## src/verilog/ssp_pkg.sv

```systemverilog
// Purpose: Shared constants and types for the synchronous serial port.
// Assumes: Registers sit on a 32-bit classic Wishbone bus, one word each.
// Notes:   Only byte lane 0 of each register word carries data.
package ssp_pkg;

    // =====================================================================
    // Register map
    // =====================================================================
    localparam logic [7:0] ADR_CTRL = 8'h00;
    localparam logic [7:0] ADR_DATA = 8'h04;
    localparam logic [7:0] CTRL_RST = 8'h00;
    localparam logic [7:0] DATA_RST = 8'h00;

    // =====================================================================
    // Control register fields
    // =====================================================================
    localparam int CB_TRF  = 0;
    localparam int CB_WRITE_COLLISION_FLAG = 1;
    localparam int CB_SELECT_LINE_ENABLE = 2;
    localparam int CB_MSB  = 3;
    localparam int CB_EN   = 4;
    localparam int CB_MODE = 5;
    localparam int CB_CKS  = 7;

    // =====================================================================
    // Mode field codes and divider exponents
    // =====================================================================
    localparam logic [1:0] MODE_M1    = 2'h0;
    localparam logic [1:0] MODE_M4    = 2'h1;
    localparam logic [1:0] MODE_M16   = 2'h2;
    localparam logic [1:0] MODE_SLAVE = 2'h3;
    localparam logic [2:0] LOG_CKS0   = 3'h2;
    localparam logic [2:0] LOG_M4     = 3'h2;
    localparam logic [2:0] LOG_M16    = 3'h4;
    localparam logic [3:0] BITS_LAST  = 4'h7;

    // =====================================================================
    // Master sequencer states
    // =====================================================================
    typedef enum logic [1:0] {
        SSP_IDLE,
        SSP_SETUP,
        SSP_RUN
    } ssp_state_t;

endpackage

```

## src/verilog/ssp_port.sv

```systemverilog
// Purpose: Synchronous serial port, master or slave, with Wishbone registers.
// Assumes: 100 MHz i_mclk; serial pins are asynchronous and are synchronised.
// Notes:   Pins are split into value and output enable; enable high drives.
module ssp_port #(
    parameter bit SIO_EN    = 1'b1,
    parameter bit WRITE_COLLISION_FLAG_EN   = 1'b1,
    parameter bit SELECT_LINE_ENABLE_EN   = 1'b1,
    parameter bit CLOCK_EDGE_POLARITY_RISE = 1'b1,
    parameter bit VEC_AT_14 = 1'b0
) (
    input  wire logic        i_mclk,
    input  wire logic        i_resetn,
    input  wire logic        i_wb_cyc,
    input  wire logic        i_wb_stb,
    input  wire logic        i_wb_we,
    input  wire logic [7:0]  i_wb_adr,
    input  wire logic [3:0]  i_wb_sel,
    input  wire logic [31:0] i_wb_dat,
    output logic      [31:0] o_wb_dat,
    output logic             o_wb_ack,
    input  wire logic        i_sck,
    output logic             o_sck,
    output logic             o_sck_oe,
    input  wire logic        i_serial_in_pin,
    output logic             o_serial_out_pin,
    output logic             o_serial_out_pin_oe,
    input  wire logic        i_select_pin_n,
    output logic             o_select_pin_n,
    output logic             o_select_pin_n_oe,
    output logic             o_irq_vec08,
    output logic             o_irq_vec14
);

    // =====================================================================
    // State
    // =====================================================================
    typedef struct packed {
        ssp_pkg::ssp_state_t state;
        logic [1:0]          mode;
        logic                cks;
        logic                en;
        logic                msb;
        logic                select_line_enable;
        logic                write_collision_flag;
        logic                transfer_done_flag;
        logic [7:0]          shift;
        logic [7:0]          rx;
        logic [3:0]          bitcnt;
        logic [4:0]          divcnt;
        logic                phase;
        logic                sck_o;
        logic                sel_o;
        logic                serial_out_pin;
        logic                sck_prev;
        logic                ack;
        logic [7:0]          rdat;
    } ssp_regs_t;

    ssp_regs_t r;
    ssp_regs_t n;

    logic [2:0] pins_s;
    logic       sck_s;
    logic       sdi_s;
    logic       sel_s;
    logic       idle_lvl;
    logic       select_line_enable_eff;
    logic       en_eff;
    logic       master;
    logic       busy;
    logic       acc;
    logic       wr;
    logic       tick;
    logic       act_edge;
    logic [2:0] hl;
    logic [5:0] lim6;

    // =====================================================================
    // Helpers
    // =====================================================================

    // Bit presented on the data output for a given buffer and order.
    function automatic logic out_bit(input logic [7:0] sh, input logic msb);
        out_bit = msb ? sh[7] : sh[0];
    endfunction

    // Shift one received bit into the buffer in the chosen order.
    function automatic logic [7:0] shift_in(input logic [7:0] sh, input logic d,
                                            input logic msb);
        shift_in = msb ? {sh[6:0], d} : {d, sh[7:1]};
    endfunction

    // Exponent of the half period in system clocks for a master mode.
    function automatic logic [2:0] half_log(input logic cks, input logic [1:0] mode);
        logic [2:0] l;
        l = cks ? 3'h0 : ssp_pkg::LOG_CKS0;
        case (mode)
            ssp_pkg::MODE_M4: begin
                l = l + ssp_pkg::LOG_M4;
            end
            ssp_pkg::MODE_M16: begin
                l = l + ssp_pkg::LOG_M16;
            end
            default: begin
            end
        endcase
        half_log = (l == 3'h0) ? 3'h0 : l - 3'h1;
    endfunction

    // =====================================================================
    // Pin synchronisers
    // =====================================================================
    ssp_sync #(
        .W (3)
    ) u_sync (
        .i_mclk   (i_mclk),
        .i_resetn (i_resetn),
        .i_async  ({i_sck, i_serial_in_pin, i_select_pin_n}),
        .o_sync   (pins_s)
    );

    assign sck_s = pins_s[2];
    assign sdi_s = pins_s[1];
    assign sel_s = pins_s[0];

    // =====================================================================
    // Derived terms
    // =====================================================================

    assign idle_lvl = CLOCK_EDGE_POLARITY_RISE;
    assign act_edge = CLOCK_EDGE_POLARITY_RISE ? (sck_s & ~r.sck_prev) : (~sck_s & r.sck_prev);
    assign select_line_enable_eff = SELECT_LINE_ENABLE_EN & r.select_line_enable;
    assign en_eff   = SIO_EN & r.en;
    assign master   = r.mode != ssp_pkg::MODE_SLAVE;
    assign busy     = (r.state != ssp_pkg::SSP_IDLE) | (r.bitcnt != 4'h0);
    assign hl       = half_log(r.cks, r.mode);
    assign lim6     = (6'h01 << hl) - 6'h01;
    assign tick     = r.divcnt == lim6[4:0];
    assign acc      = i_wb_cyc & i_wb_stb;
    assign wr       = acc & r.ack & i_wb_we & i_wb_sel[0];

    // =====================================================================
    // Next state
    // =====================================================================
    always_comb begin
        n          = r;
        n.sck_prev = sck_s;

        // Bus answer: ack one cycle after the request, read data with it.
        n.ack = acc & ~r.ack;
        if (acc & ~r.ack & ~i_wb_we) begin
            case (i_wb_adr)
                ssp_pkg::ADR_CTRL: begin
                    n.rdat = {r.cks, r.mode, r.en, r.msb, select_line_enable_eff,
                              r.write_collision_flag & WRITE_COLLISION_FLAG_EN, r.transfer_done_flag};
                end
                ssp_pkg::ADR_DATA: begin
                    n.rdat = r.rx;
                end
                default: begin
                    n.rdat = 8'h00;
                end
            endcase
        end

        // Control write; flags clear when written with zero, or when the write clears the enable.
        if (wr && (i_wb_adr == ssp_pkg::ADR_CTRL)) begin
            n.cks  = i_wb_dat[ssp_pkg::CB_CKS];
            n.mode = i_wb_dat[ssp_pkg::CB_MODE +: 2];
            n.en   = i_wb_dat[ssp_pkg::CB_EN];
            n.msb  = i_wb_dat[ssp_pkg::CB_MSB];
            n.select_line_enable = i_wb_dat[ssp_pkg::CB_SELECT_LINE_ENABLE];
            if (!i_wb_dat[ssp_pkg::CB_WRITE_COLLISION_FLAG]) begin
                n.write_collision_flag = 1'b0;
            end
            if (!i_wb_dat[ssp_pkg::CB_TRF]) begin
                n.transfer_done_flag = 1'b0;
            end
        end

        // Data write when enabled: refused while shifting, else loads the buffer.
        if (wr && (i_wb_adr == ssp_pkg::ADR_DATA) && en_eff) begin
            if (busy) begin
                n.write_collision_flag = WRITE_COLLISION_FLAG_EN;
            end else begin
                n.shift = i_wb_dat[7:0];
                n.serial_out_pin   = out_bit(i_wb_dat[7:0], r.msb);
                n.transfer_done_flag   = 1'b0;
                if (master) begin
                    n.divcnt = 5'h00;
                    n.phase  = 1'b0;
                    if (select_line_enable_eff) begin
                        n.sel_o = 1'b0;
                        n.state = ssp_pkg::SSP_SETUP;
                    end else begin
                        n.state = ssp_pkg::SSP_RUN;
                    end
                end
            end
        end

        // Master sequencer; no halt gating.
        if (r.state != ssp_pkg::SSP_IDLE) begin
            n.divcnt = tick ? 5'h00 : r.divcnt + 5'h01;
        end
        case (r.state)
            ssp_pkg::SSP_SETUP: begin
                if (tick) begin
                    n.state = ssp_pkg::SSP_RUN;
                end
            end
            ssp_pkg::SSP_RUN: begin
                if (tick && !r.phase) begin
                    n.sck_o = ~idle_lvl;
                    n.phase = 1'b1;
                end else if (tick) begin
                    n.sck_o  = idle_lvl;
                    n.phase  = 1'b0;
                    n.shift  = shift_in(r.shift, sdi_s, r.msb);
                    n.serial_out_pin    = out_bit(n.shift, r.msb);
                    n.bitcnt = r.bitcnt + 4'h1;
                    if (r.bitcnt == ssp_pkg::BITS_LAST) begin
                        n.state  = ssp_pkg::SSP_IDLE;
                        n.bitcnt = 4'h0;
                        n.rx     = n.shift;
                        n.transfer_done_flag    = 1'b1;
                        n.sel_o  = 1'b1;
                        n.serial_out_pin    = 1'b1;
                    end
                end
            end
            default: begin
            end
        endcase

        // Slave engine driven by the partner's clock.
        if (!master && en_eff) begin
            if (select_line_enable_eff && sel_s) begin
                n.bitcnt = 4'h0;
            end else if (act_edge) begin
                n.shift  = shift_in(r.shift, sdi_s, r.msb);
                n.serial_out_pin    = out_bit(n.shift, r.msb);
                n.bitcnt = r.bitcnt + 4'h1;
                if (r.bitcnt == ssp_pkg::BITS_LAST) begin
                    n.bitcnt = 4'h0;
                    n.rx     = n.shift;
                    n.transfer_done_flag    = 1'b1;
                    n.serial_out_pin    = 1'b1;
                end
            end
        end

        // Disabled port returns to standby values.
        if (!(SIO_EN && n.en)) begin
            n.state  = ssp_pkg::SSP_IDLE;
            n.bitcnt = 4'h0;
            n.write_collision_flag   = 1'b0;
            n.transfer_done_flag    = 1'b0;
            n.serial_out_pin    = 1'b1;
            n.sck_o  = idle_lvl;
            n.sel_o  = 1'b1;
            n.phase  = 1'b0;
        end
    end

    // =====================================================================
    // State register
    // =====================================================================
    always_ff @(posedge i_mclk or negedge i_resetn) begin
        if (!i_resetn) begin
            r <= '0;
        end else begin
            r <= n;
        end
    end

    // =====================================================================
    // Outputs
    // =====================================================================
    assign o_wb_dat = {24'h000000, r.rdat};
    assign o_wb_ack = r.ack;

    assign o_sck    = r.sck_o;
    assign o_sck_oe = en_eff & master;

    assign o_serial_out_pin    = r.serial_out_pin;
    assign o_serial_out_pin_oe = en_eff;

    assign o_select_pin_n    = r.sel_o;
    assign o_select_pin_n_oe = en_eff & master & select_line_enable_eff;

    assign o_irq_vec08 = r.transfer_done_flag & ~VEC_AT_14;
    assign o_irq_vec14 = r.transfer_done_flag & VEC_AT_14;

endmodule // ssp_port

```

## src/verilog/ssp_sync.sv

```systemverilog
// Purpose: Two flip-flop synchroniser for pins from outside the clock domain.
// Assumes: Inputs are asynchronous levels.
// Notes:   The first stage feeds only the second stage.
module ssp_sync #(
    parameter int W = 1
) (
    input  wire logic         i_mclk,
    input  wire logic         i_resetn,
    input  wire logic [W-1:0] i_async,
    output logic      [W-1:0] o_sync
);

    typedef struct packed {
        logic [W-1:0] meta;
        logic [W-1:0] sync;
    } ssp_sync_t;

    ssp_sync_t r;
    ssp_sync_t n;

    // Shift the pin levels through two stages.
    always_comb begin
        n      = r;
        n.meta = i_async;
        n.sync = r.meta;
    end

    // Register the stages.
    always_ff @(posedge i_mclk or negedge i_resetn) begin
        if (!i_resetn) begin
            r <= '0;
        end else begin
            r <= n;
        end
    end

    assign o_sync = r.sync;

endmodule // ssp_sync

```

## config.mk

```make
export PLATFORM = sky130hd
export DESIGN_NAME = ssp_port
export DESIGN_NICKNAME = d
export VERILOG_FILES = /design/src/verilog/ssp_pkg.sv /design/src/verilog/ssp_port.sv /design/src/verilog/ssp_sync.sv
export SDC_FILE = /design/constraint.sdc
export NUM_CORES = 1
export LEC_CHECK = 0
export BUFFER_PORTS_ARGS = -buffer_cell sky130_fd_sc_hd__buf_2
export CAP_MARGIN = 20
export CORE_MARGIN = 2
export CORE_UTILIZATION = 56
export CTS_CLUSTER_SIZE = 30
export DETAILED_ROUTE_END_ITERATION = 10
export PLACE_DENSITY = 0.92
export SLEW_MARGIN = 25
export SYNTH_ARGS = -nofsm -noshare
export SYNTH_HDL_FRONTEND = slang
export SYNTH_HIERARCHICAL = 1
export SYNTH_SLANG_ARGS = --single-unit
```

## constraint.sdc

```tcl
create_clock -name i_mclk -period 6.2 [get_ports i_mclk]
set_input_delay 0.31 -clock i_mclk [delete_from_list [all_inputs] [get_ports i_mclk]]
set_output_delay 0.31 -clock i_mclk [all_outputs]
set_load 0.02 [all_outputs]
```

# ---- Word level (Yosys, flattened, before mapping)
# Index checks and enable logic that the tools add are counted.
dict set report word_totals {
  input_bits 52
  register_bits 55
}
dict set report classes {
  mux 55
  shift 1
  n_eq_ne 11
  n_bitwise 13
  reduce_logical 16
  addsub 6
}
# operator count
set op_table {}
lappend op_table {{$mux 21} 5}
lappend op_table {{$mux 2} 16}
lappend op_table {{$mux 12} 2}
lappend op_table {{$mux 4} 5}
lappend op_table {{$mux 6} 3}
lappend op_table {{$mux 17} 1}
lappend op_table {{$pmux 8 s2} 1}
lappend op_table {{$mux 5} 3}
lappend op_table {{$mux 1} 13}
lappend op_table {{$mux 10} 1}
lappend op_table {{$and 1x1->1} 9}
lappend op_table {{$mux 9} 1}
lappend op_table {{$eq 8x3->1 const B} 1}
lappend op_table {{$logic_not 8->1} 1}
lappend op_table {{$mux 8} 1}
lappend op_table {{$logic_and 1x1->1} 6}
lappend op_table {{$pmux 3 s2} 1}
lappend op_table {{$reduce_bool 2->1} 3}
lappend op_table {{$add 5x1->5 const B} 1}
lappend op_table {{$eq 5x5->1} 1}
lappend op_table {{$shl 1x3->5 const A} 1}
lappend op_table {{$sub 5x1->5 const B} 1}
lappend op_table {{$add 4x1->4 const B} 1}
lappend op_table {{$eq 2x1->1 const B} 2}
lappend op_table {{other kinds (17)} 22}

# ---- Depth between registers and ports, before layout
# Gate-level depths: netlist of run 1.
dict set report logic_depth {
  word_depth 17
  depth_mapped 13
}

# ---- Cells and area by module
# The synthesis of run 1 kept the hierarchy.
# mod seq_area_each_um2 area_per_inst_um2 cells_per_inst n_inst
set by_module_without_submodules {}
lappend by_module_without_submodules {ssp_port 1226.2 2929.1 307 1}
lappend by_module_without_submodules {ssp_sync 150.1 150.1 6 1}

# ---- Worst setup path before layout of run 1
# Ideal clock, no wire load.
dict set report synth_timing {
  path_kind {register to register}
  startpoint {reg r[45] in the netlist's numbering}
  endpoint {reg r[22] in the netlist's numbering}
  n_path_buf 0
  period_less_slack_ns 3.217
  t_arrival_ns 3.139
  stages_incl_launch_ff 13
  slack_ns 2.983
  path_cell_list {dfrtp_1 > inv_1 > ha_1 > nand3b_1 > a21oi_1 > a21oi_1 > ha_1 > xnor2_1 > a211o_1 > or4_4 > o21a_1 > or4_1 > a21oi_1}
}
# item line_no
set synth_rtl {}
lappend synth_rtl {{from (decl)} ssp_port.sv:59} ;# ssp_regs_t r;
lappend synth_rtl {{from (signal assigned)} ssp_port.sv:273} ;# r <= n;

==> results of run 1 <==
==> final cells by class <==
class	count	area, um^2	area share [%]
timing repair buffer	43	223	6.80
clock inverter	1	5.00	0.153
tap	70	87.6	2.67
inverter	14	52.6	1.60
sequential	55	1380	42.0
clock buffer	6	82.6	2.52
multi-input combinational	225	1450	44.2
==> cells in the mapped netlist, types with 6 or more instances <==
cell / count / area [um^2]
a21oi_1: 44 / 220
buf_4: 33 / 248
nand2_1: 14 / 52.6
mux2_2: 11 / 124
ha_1: 11 / 138
and2_1: 7 / 43.8
nor2_1: 22 / 82.6
a22oi_1: 8 / 60.1
mux2i_1: 12 / 120
o21ai_0: 6 / 30.0
nand3_1: 6 / 30.0
dfrtp_1: 55 / 1380
inv_1: 14 / 52.6
==> registers in the layout, summed over array words and instances, names as in the netlist <==
signal,cells
o_irq_vec08,1
o_sck,1
o_select_pin_n,1
o_serial_out_pin,1
o_serial_out_pin_oe,1
o_wb_ack,1
o_wb_dat,8
r,34
select_line_enable_eff,1
u_sync/n,3
u_sync/o_sync,3
==> report_power, final <==
part	switching [mW]	internal, mW
registers	0.00663	0.372
clock network	0.112	0.0879
logic	0.0491	0.0204
total	0.168	0.480
==> path summary, 6_finish.rpt <==
| kind | end | slack (ps) | depth (start not counted) |
|---|---|---|---|
| setup / recovery | r[29] | 2160 | 12 |
| hold / removal | u_sync/n[2] | 100 | 1 |
| hold reg to reg | u_sync/o_sync[1] | 360 | 0 |
| max in group asynchronous | o_wb_dat[7] | 5650 | 2 |
| setup reg to reg | r[29] | 2160 | 12 |
| min in group asynchronous | r[47] | 110 | 2 |
==> stage by stage <==
stage | hold slack (ps) | instances | util, % | power [mW] | worst slack (ps)
6_report | 102 | 414 | 62.9 | 0.648 | 2160
5_1_grt | 84.7 | 414 | 62.9 | 0.674 | 1930
4_1_cts | 94.2 | 414 | 62.9 | 0.652 | 2220
3_5_place_dp | 342 | 407 | 61.3 | 0.456 | 2240
3_3_place_gp | 332 | 407 | 61.3 | 0.453 | 2330
2_1_floorplan | 14.4 | 337 | - | 0.451 | 2980
==> per-layer routing <==
layer | share of wire, % | wire length, um | vias to the layer above | GRT usage [%]
met5 | 0 | 0 | - | 0
met4 | 1.8 | 116 | 0 | 8.95
met3 | 6.3 | 402 | 12 | 4.25
met2 | 49 | 3130 | 91 | 36.7
met1 | 43 | 2700 | 1155 | 28.7
li1 | - | - | 1120 | -
==> cell families after synthesis <==
group           Yosys count
compound gates           82
simple gates             82
buf+inv                  57
flops                    55
mux                      23
fa+ha+maj                11
xor+xnor                  2
other cells               1
==> results_dict.tcl, run 1 <==
set metrics [dict create \
    die_area_mm2 0.00611 \
    fmax_ghz 0.248 \
    synth_area_mm2 0.00308 \
    max_stage_delay_ps 800 \
    synth_top_family_by_area "compound AO/OA/AOI/OAI gates" \
    clk_pin_slew_ps 90 \
    cts.path.max_buffers 2 \
    start_kind "flip-flop" \
    final_layout_size_suffix_gt1_share_pct 20.1 \
    antenna_left 0 \
    htree_levels 2 \
    post_synth_num_cell_types 53 \
    slew_headroom_pct 32.2 \
    yosysWarnings 6 \
    cp_cell_sequence "inv_1 -> ha_1 -> nand3b_1 -> a21oi_1 -> a21oi_1 -> ha_1 -> xnor2_1 -> a211o_1 -> or4_4 -> o21ai_2 -> and2_1 -> a21oi_1" \
    synth-xor-area-share_pct 0.569 \
    tightest_slew_ps 1020 \
    powerDensity_mw_per_mm2 198 \
    io_pins 93 \
    core-area_mm2 0.00520 \
    fin_nets 407 \
    area_delta_synth_final_pct 6.38 \
    placed_area_mm2 0.00319 \
    io_buffers 40 \
    tritoncts "done" \
    critPathKind "reg2reg" \
    synthMuxAreaShare_pct 7.92 \
    final-setup-viol-count 0 \
    synth_fa_ha_area_share_pct 4.47 \
    ys_seq_area_share_pct 44.7 \
    clock_skew_ps 6.60 \
    grt_pass1_wl_um 10700 \
    overflow 0 \
    routabilityCongestion 0.823 \
    cts_root_buffer "clkbuf_8" \
    clkLatencyLatePin_ps 310 \
    ctsHoldBuffers 0 \
    cts_sinks 55 \
    r2r_start "r[45]" \
    synthFlopType "dfrtp_1" \
    vdd_ir_drop_max_mv 0.134 \
    maxSlewViolCount 0 \
    drc_errors 0 \
    finalInstanceArea_mm2 0.00328 \
    cts_buffers 5 \
    critPathMaxFanout 28 \
    fill_cells 433 \
    cp_top_family "compound AO/OA/AOI/OAI gates" \
    finalHoldViolations 0 \
    wl_um 6350 \
    die_y_um 78.2 \
    std_cell_rows 26 \
    wl_per_cell_um 15.3 \
    synth_seq_cells 55 \
    final_common_cell "dfrtp_1" \
    gr-usage-all-layers_pct 22.2 \
    hold_path_class "in2reg" \
    fin_crit_sh_pct 65.1 \
    cp_common_cell "a21oi_1" \
    mostFrequentLayoutCells "dfrtp_1, a21oi_1, buf_2" \
    initial_core_util_pct 59.2 \
    synth_compound_area_share_pct 16.5 \
    drt-pass1-iter-count 4 \
    leakage_nw 1.52 \
    crit_path_end_kind "flip-flop" \
    dieWidth_um 78.2 \
    cpMaxStageDelayCell "o21ai_2" \
    synth_edf_count 0 \
    grt_pass1_vias 2345 \
    yosys.area_share.simple_pct 14.5 \
    dp_hpwl_um 4500 \
    synth_area_per_cell_um2 9.84 \
    vias 2378 \
    grt_max_degree 56 \
    routed_via_density 5.74 \
    finalSetupTns_ps 0 \
    async_flop_share_pct 100 \
    drv_cap 0 \
    crit_start "r[45]" \
    cts_resized 0 \
    min_from "i_sck" \
    fin_crit_ps 4040 \
    n_antenna_cell 0 \
    arrival_ps 4220 \
    crit_buf_inv 1 \
    drtIter0Drc 187 \
    status "complete, no violations" \
    rsz0062_at_grt "false" \
    syn_inst 313 \
    postCtsSetupBuffers 0 \
    antenna_found_initial 0 \
    required_ps 6380 \
]
No activity file was read; power rests on OpenSTA's default activity.
==> run 2: changes to the inputs <==
CORE_UTILIZATION = 47   (was 56)
PLACE_DENSITY = 0.83   (was 0.92)
clock period = 3.57 ns   (was 6.2 ns; I/O delays follow)
==> run 2 against run 1 <==
Effect of this change:
- total power up 82%
- count of clock-buffer cells in the layout stayed put
- global-route usage down 4.4 points
- core utilization decreased by 9.7 points
- via count hardly changed
- combinational power rose by 80%
- register-to-register slack worse by 2000 ps
- non-clock buffer count grew 8
- largest cell class unchanged
==> results_dict.tcl, run 2 (same netlist as run 1, synthesis figures left out) <==
set metrics [dict create \
    required_ps 3800 \
    largest_reg_flops 34 \
    wl_um 6130 \
    finalHoldViolations 0 \
    finalInstanceArea_mm2 0.00338 \
    io_pins 93 \
    tritoncts "done" \
    clock_skew_ps 4.47 \
    min_to "r[46]" \
    io_buffers 40 \
    leakage_nw 1.56 \
    tightest_slew_ps 849 \
    critPathMaxFanout 7 \
    cts_sinks 55 \
    start_kind "flip-flop" \
    largest_register "r" \
    drv_cap 0 \
    final_common_cell "dfrtp_1" \
    slew_headroom_pct 43.4 \
    clk_pin_slew_ps 90 \
    cts.path.max_buffers 2 \
    status "complete, no violations" \
    antenna_left 0 \
    fin_crit_sh_pct 94.5 \
    drtIter0Drc 135 \
    clkLatencyLatePin_ps 300 \
    routed_via_density 5.54 \
    dp_slack_ps 105 \
    r2r_start "r[45]" \
    fin_nets 415 \
    fin_crit_ps 3370 \
    dieWidth_um 84.9 \
    grt_pass1_wl_um 10400 \
    area_delta_synth_final_pct 9.87 \
    fill_cells 564 \
    std_cell_rows 29 \
    critPathKind "reg2reg" \
    hold_path_depth 3 \
    layout_setup_ws_ps 196 \
    multiInputGateArea_mm2 0.00146 \
    whs_ps 112 \
    reg2reg_slack_ps 200 \
    drc_errors 0 \
    reg2reg_depth 11 \
    n_antenna_cell 0 \
    antenna_found_initial 0 \
    die_y_um 84.9 \
    initial_core_util_pct 48.5 \
    overflow 0 \
    mostFrequentLayoutCells "dfrtp_1, a21oi_1, buf_2" \
    gr-usage-all-layers_pct 17.8 \
    vias 2376 \
    placed_area_mm2 0.00322 \
    core-area_mm2 0.00635 \
    routabilityCongestion 0.822 \
    htree_levels 2 \
    dp_hpwl_um 4620 \
    min_from "i_wb_dat[6]" \
    wl_per_cell_um 14.3 \
    grt_pass1_vias 2247 \
    die_area_mm2 0.00721 \
    arrival_ps 3610 \
    drt-pass1-iter-count 4 \
    fmax_ghz 0.296 \
    r2r_end "r[22]" \
    crit_path_end_kind "flip-flop" \
    vdd_ir_drop_max_mv 0.252 \
    finalSetupTns_ps 0 \
    final_layout_size_suffix_gt1_share_pct 21.0 \
    hold_path_class "in2reg" \
    p_total_mw 1.18 \
    rsz0062_at_grt "false" \
    cts_buffers 5 \
    ff_latch_area_mm2 0.00138 \
    grt_max_degree 40 \
    maxSlewViolCount 0 \
    powerDensity_mw_per_mm2 348 \
    final-setup-viol-count 0 \
    cts_root_buffer "clkbuf_8" \
]
run 2: worst max path at each step:
stage          startpoint  slack [ps]  cells past startpoint     to
6_report            r[45]         200                     11  r[22]
5_1_grt             r[45]          30                     11  r[22]
4_1_cts             r[45]          70                     12  r[22]
3_5_place_dp        r[45]         100                     12  r[22]
3_3_place_gp        r[45]         210                     12  r[22]
2_1_floorplan       r[45]         350                     12  r[22]
run 2: area by class of cell:
cell class / instances / share of cell area, %
clock buffers: 6 / 2.14
flip-flops and latches: 55 / 40.7
multi-input cells: 225 / 43.2
repair buffers: 51 / 8.65
clock inverters: 1 / 0.888
inverters: 14 / 1.55
well taps: 77 / 2.85
run 2: worst max-delay path: stages, from the launching register on:
cell and delay (ps):
dfrtp_1 390, buf_4 150, ha_1 240, o21bai_1 250
nand2_1 100, ha_1 320, xnor2_1 130, a211o_1 300
or4_4 550, o21a_1 260, or4_1 480, a21oi_1 140
run 2: stage by stage:
step / std cells / utilization [%]
finish: 429 / 53.3
global placement: 417 / 50.7
detailed placement: 417 / 50.7
CTS: 428 / 52.9
floorplan: 337 / -
global route: 429 / 53.3
run 2: per-layer routing:
| layer | track usage [%] | share of wire, % |
|---|---|---|
| met1 | 23.7 | 44 |
| met2 | 29.7 | 49 |
| met3 | 3.60 | 6.0 |
| met4 | 4.91 | 0.47 |
| met5 | 0 | 0 |
run 2: what timing repair did:
item                                   4_1_cts  5_1_grt
resized for setup                            0        2
hold buffers                                 4        0
setup endpoints to repair                    0        3
endpoints found under the hold margin       12        0
buffers inserted                             0        1
run 2: report_power, final:
part           switching, mW  total [mW]  leakage, nW  internal (mW)
sequential            0.0103       0.656        0.698          0.645
combinational         0.0862       0.125        0.808         0.0385
clock                  0.191       0.397       0.0513          0.206
